==> src/pkg/rtc_port_pkg.sv <==
// Constants shared by the two-wire clock register port.
package rtc_port_pkg;
   localparam logic [6:0] bus_address  = 7'h68;   // Address byte 8'hD0 with direction bit zero.
   localparam int         reg_count    = 8;
   localparam logic [2:0] last_index   = 3'h7;
   localparam logic [2:0] pointer_init = 3'h0;
   localparam logic [7:0] reg_init     = 8'h00;
   localparam logic [7:0] control_init = 8'h80;   // Output bit set at power-on.
   localparam int         seconds_idx  = 0;
   localparam int         control_idx  = 7;
   typedef enum logic [2:0] {
      st_idle    = 3'b000,
      st_address = 3'b001,
      st_pointer = 3'b010,
      st_write   = 3'b011,
      st_read    = 3'b100,
      st_ack     = 3'b101,
      st_ackrd   = 3'b110,
      st_ignore  = 3'b111
   } phase_type;
endpackage

==> src/pkg/reg_port_if.sv <==
// Register write and read path between the serial engine and the register file.
`timescale 1ns/100ps
`default_nettype none
interface reg_port_if;
   logic [2:0] index;
   logic [7:0] wdata;
   logic       we;
   logic [7:0] rdata;
   modport engine (output index, output wdata, output we, input rdata);
   modport store  (input index, input wdata, input we, output rdata);
endinterface
`default_nettype wire

==> src/core/rtc_reg_file.sv <==
// Eight byte register file holding the BCD clock values and the control byte.
`timescale 1ns/100ps
`default_nettype none
module rtc_reg_file (
   input  wire logic   clk,            // System clock.
   input  wire logic   rstn,           // Asynchronous reset, active low.
   reg_port_if.store   port,           // Engine access.
   output logic [63:0] regs_flat       // All eight registers, index 0 lowest.
);
   logic [7:0] regs [0:rtc_port_pkg::reg_count-1];

   // Contents are stored as written; BCD form is the writer's duty and is passed through as-is.
   always_ff @(posedge clk or negedge rstn) begin
      if (!rstn) begin
         for (int i = 0; i < rtc_port_pkg::reg_count; i++) begin
            regs[i] <= (i == rtc_port_pkg::control_idx) ? rtc_port_pkg::control_init
                                                        : rtc_port_pkg::reg_init;
         end
      end else if (port.we) begin
         regs[port.index] <= port.wdata;
      end
   end

   assign port.rdata = regs[port.index];

   // One process drives the whole flat bus, so no byte of it has a second driver.
   always_comb begin
      for (int i = 0; i < rtc_port_pkg::reg_count; i++) begin
         regs_flat[i*8 +: 8] = regs[i];
      end
   end
endmodule
`default_nettype wire

==> src/core/rtc_two_wire_slave_port.sv <==
// Two-wire serial slave port reaching eight clock and control registers.
// How it works
// - Respond only after START and matching address
// - Eight registers, seconds through control, in order
// - Pointer advances after each written data byte and each master-acknowledged read byte
// - Registers hold BCD bytes as transferred
// - Data change during clock high is control
// - Data falling while clock high is START
// - Data rising while clock high is STOP
// - Sample data on clock rising edge
// - Unlimited bytes per transfer
// - Eight bits plus one acknowledge bit
// - Acknowledge address, pointer and data bytes
// - Hold data low through acknowledge clock high
// - Release data after missing master acknowledge
// - First write byte loads pointer
// - Read advances pointer on master acknowledge
// - Read without pointer write uses stored pointer
`timescale 1ns/100ps
`default_nettype none
module rtc_two_wire_slave_port (
   input  wire logic   clk,            // System clock, 20 MHz.
   input  wire logic   rstn,           // Asynchronous reset, active low.
   input  wire logic   scl_in,         // Serial clock pin level.
   input  wire logic   sda_in,         // Serial data pin level.
   output logic        sda_out,        // Serial data drive value, always low.
   output logic        sda_oe,         // Serial data drive enable, high pulls low.
   output logic [63:0] regs_flat       // Register contents for the timekeeping logic.
);
   // ------------------------------------------------------------
   // Pin synchronisers and condition detection
   // ------------------------------------------------------------
   logic scl_m, scl_s, scl_d;
   logic sda_m, sda_s, sda_d;

   always_ff @(posedge clk or negedge rstn) begin
      if (!rstn) begin
         {scl_m, scl_s, scl_d} <= 3'h7;
         {sda_m, sda_s, sda_d} <= 3'h7;
      end else begin
         {scl_m, scl_s, scl_d} <= {scl_in, scl_m, scl_s};
         {sda_m, sda_s, sda_d} <= {sda_in, sda_m, sda_s};
      end
   end

   wire scl_rise = scl_s & ~scl_d;
   wire scl_fall = ~scl_s & scl_d;
   wire start_seen = scl_s & scl_d & sda_d & ~sda_s;
   wire stop_seen  = scl_s & scl_d & ~sda_d & sda_s;

   // ------------------------------------------------------------
   // Byte engine
   // ------------------------------------------------------------
   reg_port_if rp ();

   rtc_reg_file store (
      .clk       (clk),
      .rstn      (rstn),
      .port      (rp.store),
      .regs_flat (regs_flat)
   );

   rtc_port_pkg::phase_type phase, after_ack;
   logic [2:0] bit_count;
   logic [7:0] shift;
   logic [2:0] pointer;
   logic       drive_low;
   logic       master_ack;
   logic       reload;

   wire byte_done  = scl_rise & (bit_count == 3'h7);
   wire [7:0] rx_byte = {shift[6:0], sda_s};
   wire addr_match = (rx_byte[7:1] == rtc_port_pkg::bus_address);

   assign rp.index = pointer;
   assign rp.wdata = rx_byte;
   assign rp.we    = byte_done & (phase == rtc_port_pkg::st_write);
   assign sda_out  = 1'b0;
   assign sda_oe   = drive_low;

   // The pointer wraps from control back to seconds so long transfers keep cycling.
   function automatic logic [2:0] next_index(input logic [2:0] p);
      return (p == rtc_port_pkg::last_index) ? 3'(rtc_port_pkg::seconds_idx) : p + 3'h1;
   endfunction

   always_ff @(posedge clk or negedge rstn) begin
      if (!rstn) begin
         phase      <= rtc_port_pkg::st_idle;
         after_ack  <= rtc_port_pkg::st_idle;
         bit_count  <= 3'h0;
         shift      <= 8'h00;
         pointer    <= rtc_port_pkg::pointer_init;
         drive_low  <= 1'b0;
         master_ack <= 1'b0;
      end else if (start_seen) begin
         phase     <= rtc_port_pkg::st_address;
         bit_count <= 3'h0;
         drive_low <= 1'b0;
      end else if (stop_seen) begin
         phase     <= rtc_port_pkg::st_idle;
         drive_low <= 1'b0;
      end else begin
         case (phase)
            rtc_port_pkg::st_address, rtc_port_pkg::st_pointer, rtc_port_pkg::st_write: begin
               if (scl_rise) begin
                  shift     <= rx_byte;
                  bit_count <= bit_count + 3'h1;
               end
               if (byte_done) begin
                  if (phase == rtc_port_pkg::st_address) begin
                     if (!addr_match) begin
                        phase <= rtc_port_pkg::st_ignore;
                     end else begin
                        phase     <= rtc_port_pkg::st_ack;
                        after_ack <= rx_byte[0] ? rtc_port_pkg::st_read
                                                : rtc_port_pkg::st_pointer;
                     end
                  end else if (phase == rtc_port_pkg::st_pointer) begin
                     pointer   <= rx_byte[2:0];
                     phase     <= rtc_port_pkg::st_ack;
                     after_ack <= rtc_port_pkg::st_write;
                  end else begin
                     pointer   <= next_index(pointer);
                     phase     <= rtc_port_pkg::st_ack;
                     after_ack <= rtc_port_pkg::st_write;
                  end
               end
            end
            rtc_port_pkg::st_ack: begin
               // Drive low from the falling edge after the eighth bit to the next falling edge.
               if (scl_fall) begin
                  drive_low <= ~drive_low;
                  if (drive_low) begin
                     phase     <= after_ack;
                     bit_count <= 3'h0;
                     shift     <= rp.rdata;
                     if (after_ack == rtc_port_pkg::st_read) begin
                        drive_low <= ~rp.rdata[7];
                     end
                  end
               end
            end
            rtc_port_pkg::st_read: begin
               // One cycle after an acknowledged byte the stepped pointer reaches the port.
               if (reload) begin
                  shift     <= rp.rdata;
                  drive_low <= ~rp.rdata[7];
               end else if (scl_fall) begin
                  bit_count <= bit_count + 3'h1;
                  if (bit_count == 3'h7) begin
                     drive_low <= 1'b0;
                     phase     <= rtc_port_pkg::st_ackrd;
                  end else begin
                     drive_low <= ~shift[6];
                     shift     <= {shift[6:0], 1'b0};
                  end
               end
            end
            rtc_port_pkg::st_ackrd: begin
               if (scl_rise) begin
                  master_ack <= ~sda_s;
               end
               if (scl_fall) begin
                  if (master_ack) begin
                     pointer <= next_index(pointer);
                     phase   <= rtc_port_pkg::st_read;
                     bit_count <= 3'h0;
                  end else begin
                     phase <= rtc_port_pkg::st_ignore;
                  end
               end
            end
            rtc_port_pkg::st_idle, rtc_port_pkg::st_ignore: begin
               drive_low <= 1'b0;
            end
            default: begin
               phase <= rtc_port_pkg::st_idle;
            end
         endcase
      end
   end

   // The register port shows the stepped pointer only one cycle after the falling edge,
   // so the next read byte is loaded then; the clock low phase leaves ample room for it.
   always_ff @(posedge clk or negedge rstn) begin
      if (!rstn) begin
         reload <= 1'b0;
      end else begin
         reload <= (phase == rtc_port_pkg::st_ackrd) & scl_fall & master_ack;
      end
   end

   // ------------------------------------------------------------
   // Assertions
   // ------------------------------------------------------------
   property p_start_rearms;
      @(posedge clk) disable iff (!rstn) start_seen |=> phase == rtc_port_pkg::st_address;
   endproperty
   a_start_rearms: assert property (p_start_rearms) else $error("start did not rearm");

   property p_stop_idle;
      @(posedge clk) disable iff (!rstn) stop_seen & ~start_seen |=> !sda_oe;
   endproperty
   a_stop_idle: assert property (p_stop_idle) else $error("drive after stop");

   property p_mismatch_quiet;
      @(posedge clk) disable iff (!rstn) phase == rtc_port_pkg::st_ignore |-> !sda_oe;
   endproperty
   a_mismatch_quiet: assert property (p_mismatch_quiet) else $error("drive while ignoring");

   property p_write_steps;
      @(posedge clk) disable iff (!rstn) rp.we & ~start_seen & ~stop_seen
         |=> pointer == next_index($past(pointer));
   endproperty
   a_write_steps: assert property (p_write_steps) else $error("pointer not advanced");

   property p_ack_held;
      @(posedge clk) disable iff (!rstn)
         phase == rtc_port_pkg::st_ack & sda_oe & scl_s & ~start_seen & ~stop_seen |=> sda_oe;
   endproperty
   a_ack_held: assert property (p_ack_held) else $error("ack released in high");

   property p_nack_release;
      @(posedge clk) disable iff (!rstn)
         phase == rtc_port_pkg::st_ackrd & ~master_ack & scl_fall & ~start_seen & ~stop_seen
         |=> phase == rtc_port_pkg::st_ignore ##1 !sda_oe;
   endproperty
   a_nack_release: assert property (p_nack_release) else $error("no release on nack");

   property p_read_ack_steps;
      @(posedge clk) disable iff (!rstn)
         phase == rtc_port_pkg::st_ackrd & master_ack & scl_fall & ~start_seen & ~stop_seen
         |=> pointer == next_index($past(pointer));
   endproperty
   a_read_ack_steps: assert property (p_read_ack_steps) else $error("read pointer stuck");

   property p_pointer_load;
      @(posedge clk) disable iff (!rstn)
         byte_done & phase == rtc_port_pkg::st_pointer & ~start_seen & ~stop_seen
         |=> pointer == shift[2:0];
   endproperty
   a_pointer_load: assert property (p_pointer_load) else $error("pointer not loaded");
endmodule
`default_nettype wire

==> config.mk <==
export PLATFORM = sky130hd
export DESIGN_NAME = rtc_two_wire_slave_port
export DESIGN_NICKNAME = d
export VERILOG_FILES = /design/src/pkg/rtc_port_pkg.sv /design/src/pkg/reg_port_if.sv /design/src/core/rtc_reg_file.sv /design/src/core/rtc_two_wire_slave_port.sv
export SDC_FILE = /design/constraint.sdc
export NUM_CORES = 1
export LEC_CHECK = 0
export ABC_AREA = 1
export BUFFER_PORTS_ARGS = -buffer_cell sky130_fd_sc_hd__clkbuf_2
export CAP_MARGIN = 0
export CELL_PAD_IN_SITES_DETAIL_PLACEMENT = 1
export CELL_PAD_IN_SITES_GLOBAL_PLACEMENT = 2
export CORE_UTILIZATION = 36
export CTS_CLUSTER_DIAMETER = 120
export DETAILED_ROUTE_END_ITERATION = 7
export HOLD_SLACK_MARGIN = 0.1
export PLACE_DENSITY_LB_ADDON = 0.1
export SYNTH_ARGS = -nofsm -noshare
export SYNTH_HDL_FRONTEND = slang
export SYNTH_SLANG_ARGS = --single-unit
==> constraint.sdc <==
create_clock -name clk -period 4.2 [get_ports clk]
set_clock_uncertainty 0.15 [all_clocks]
set_input_delay 0.21 -clock clk [delete_from_list [all_inputs] [get_ports clk]]
set_output_delay 0.21 -clock clk [all_outputs]
set_load 0.03 [all_outputs]
==> out/results.tsv <==
metric	value	unit
run_status	finished, final reports clean	
syn-instance-count	596	
detail_route.vias_per_cell	5.04	
nNetsFinal	666	
cts_max_level	3	
yosys.area.top_type	dfrtp_1	
insertion_delay	360	ps
max_cap_viol_count	0	
report.final.slew_viol_count	0	
vias	4210	
cell_occurring_most_often_along_the_worst_timing_path	nand2_1	
netlist.area_leader.share	0.457	
post_synth_instance_area	4660	sq um
setup_viol	0	
post-cts-setup-buffer-count	0	
p_leak	0.00267	uW
dpl.cell_count	816	
global_route.usage.total	0.246	
total_negative_setup_slack	0	ps
layout_commonest_cell	nand2_1	
die_w	116	um
fin_cells	835	
drcViolationCount	0	
synthesized_net_count	604	
area_of_the_die	13400	sq um
cts.repair.resized	0	
start_kind	flop	
antenna_left	0	
yosysWarnings	0	
portBuffers	68	
floorplan.initialDensity	0.369	
slew-limit-headroom	0.469	
final_min_period_over_clock_period	0.581	
cts.reportedPaths.clkPinSlew	70	ps
post_drt_wl_per_cell	18.2	um
timing.critical_path.cells	inv_1, nor3_1, nor2_2, nand3_1, nor2_4, inv_2, nand2_1, nand2_1	
ir_drop	190	uV
transition_time_at_the_pin_with_the_least_slew_margin	796	ps
clock_path_buffers	2	
syn-mean-instance-area	7.82	sq um
number_of_global_route_vias_before_repair	4219	
cts-buffers-inserted	9	
min_period	2440	ps
floorplan.rows	41	
worst_r2r_startpoint	sda_s	
n_fill_cell	1597	
max_clock_freq	410	MHz
cp-end-kind	flop	
hpwl_reported_at_the_end_of_detailed_placement	10900	um
place_congestion	0.889	
aggregate_global_routing_overflow	0	
critical_path_arrival	2540	ps
floorplan.core_area	12600	sq um
cts-hold-fix-buffers	3	
drtPass1Iterations	5	
fp.dieH	116	um
antenna-diode-count	0	
grt_pass1_wl	24200	um
critPathRequiredTime	4300	ps
cts_tree	built	
critPathMaxFanout	11	
unrepaired_setup_endpoints_after_global_routing	false	
netlist_top_cells_area	dfrtp_1, nand2_1, o21ai_1	
layout-area-overhead-vs-synth	15.7	%
power_density	577	nW/um^2
synth_seq_cells	92	
drtIter0Drc	266	
hold_start	sda_m	
grt_start_max_net_pins	62	
routed_wirelength	15200	um
floorplan.io_pins	70	
cts_sinks	92	
timing.critical_path.slowest_stage_cell	inv_1	
timing.critical_path.slowest_cell_delay	500	ps
worst-r2r-setup-slack	1760	ps
synth.lib_cells_used.distinct	31	
fin_util	0.427	
antenna_found_initial	0	
worst_min_delay_path_category	reg -> reg	
criticalPathCategory	reg -> reg	
stdcell_area	5390	sq um
clk_root_buffer_cell	clkbuf_16	
postPlaceCellArea	5060	sq um
seq_area_frac_synth	0.496	
total_count_of_hold_check_failures_in_the_final_report	0	
launch_point_of_the_critical_path	sda_s	
most-common-layout-cells	nand2_1, dfrtp_1, clkbuf_2	
final_layout_size_suffix_gt1_frac	0.190	
==> Yosys cell counts <==
library cell  number
a21oi_1           10
a21oi_2            1
a31oi_1            1
buf_2              7
buf_4              2
buf_6              9
clkbuf_1           4
conb_1             1
dfrtp_1           85
dfstp_2            7
ha_1               4
inv_1             47
inv_2              4
nand2_1          200
nand2_2            9
nand3_1           31
nand3_2            2
nand4_1            3
nor2_1            48
nor2_2             3
nor2_4             3
nor3_1            11
nor3_4             1
nor3b_1            2
nor4_1             1
o211ai_1           3
o21a_1             1
o21ai_0           27
o21ai_1           58
o21ai_2            8
or2_2              3
==> per-layer routing <==
metal	vias up	global-route usage	part of all wire
met2	87	0.378	0.46
met3	12	0.0314	0.032
met1	2073	0.355	0.49
met5	-	0	0
met4	0	0.0897	0.016
li1	2038	-	-
==> final timing paths <==
check,cells past startpoint,to
max,8,shift[4]
max reg2reg,8,shift[4]
min in group asynchronous,2,store.regs_flat[8]
max in group asynchronous,3,sda_d
min reg2reg,0,sda_s
min,0,sda_s
==> where the power goes <==
| part | internal, uW | switching [uW] |
|---|---|---|
| combinational | 312 | 872 |
| sequential | 981 | 107 |
| clock | 462 | 372 |
| total | 1750 | 1350 |
==> critical path, delay by kind of cell, from the launching register on <==
family        cells  cell delay (ps)
buf+inv           2              630
flops             1              420
simple gates      6             1140
==> cell families after synthesis <==
family,Yosys count,synth area share
adder cells (fa/ha/maj),4,0.0107
buffers and inverters,73,0.0768
other,1,0.000805
AO/OA/AOI/OAI,109,0.127
flip-flops,92,0.496
AND/OR/NAND/NOR,317,0.289
==> sequential cells by signal, summed over array words and instances, names as in the netlist <==
signal	flops
store.regs_flat	64
shift	7
after_ack	3
bit_count	3
phase	3
pointer	3
master_ack	1
reload	1
scl_d	1
scl_m	1
scl_s	1
sda_d	1
sda_m	1
sda_oe	1
sda_s	1
==> cell type report <==
| class | count | area, sq um | share of cell area |
|---|---|---|---|
| Sequential cell | 92 | 2310 | 0.429 |
| Multi-Input combinational cell | 431 | 1990 | 0.369 |
| Timing Repair Buffer | 73 | 388 | 0.0720 |
| Clock buffer | 10 | 229 | 0.0425 |
| Tap cell | 172 | 215 | 0.0399 |
| Inverter | 51 | 191 | 0.0355 |
| Clock inverter | 6 | 63.8 | 0.0118 |
==> stage by stage <==
step                      power [uW]  worst slack (ps)  hold WS, ps
after CTS                       3130              1750          208
after floorplan                 1920              2420         -236
after detailed placement        2280              1770          151
after global placement          2260              1750          148
final                           3110              1760          207
after global routing            3320              1580          214
No activity file was read; power rests on OpenSTA's default activity.
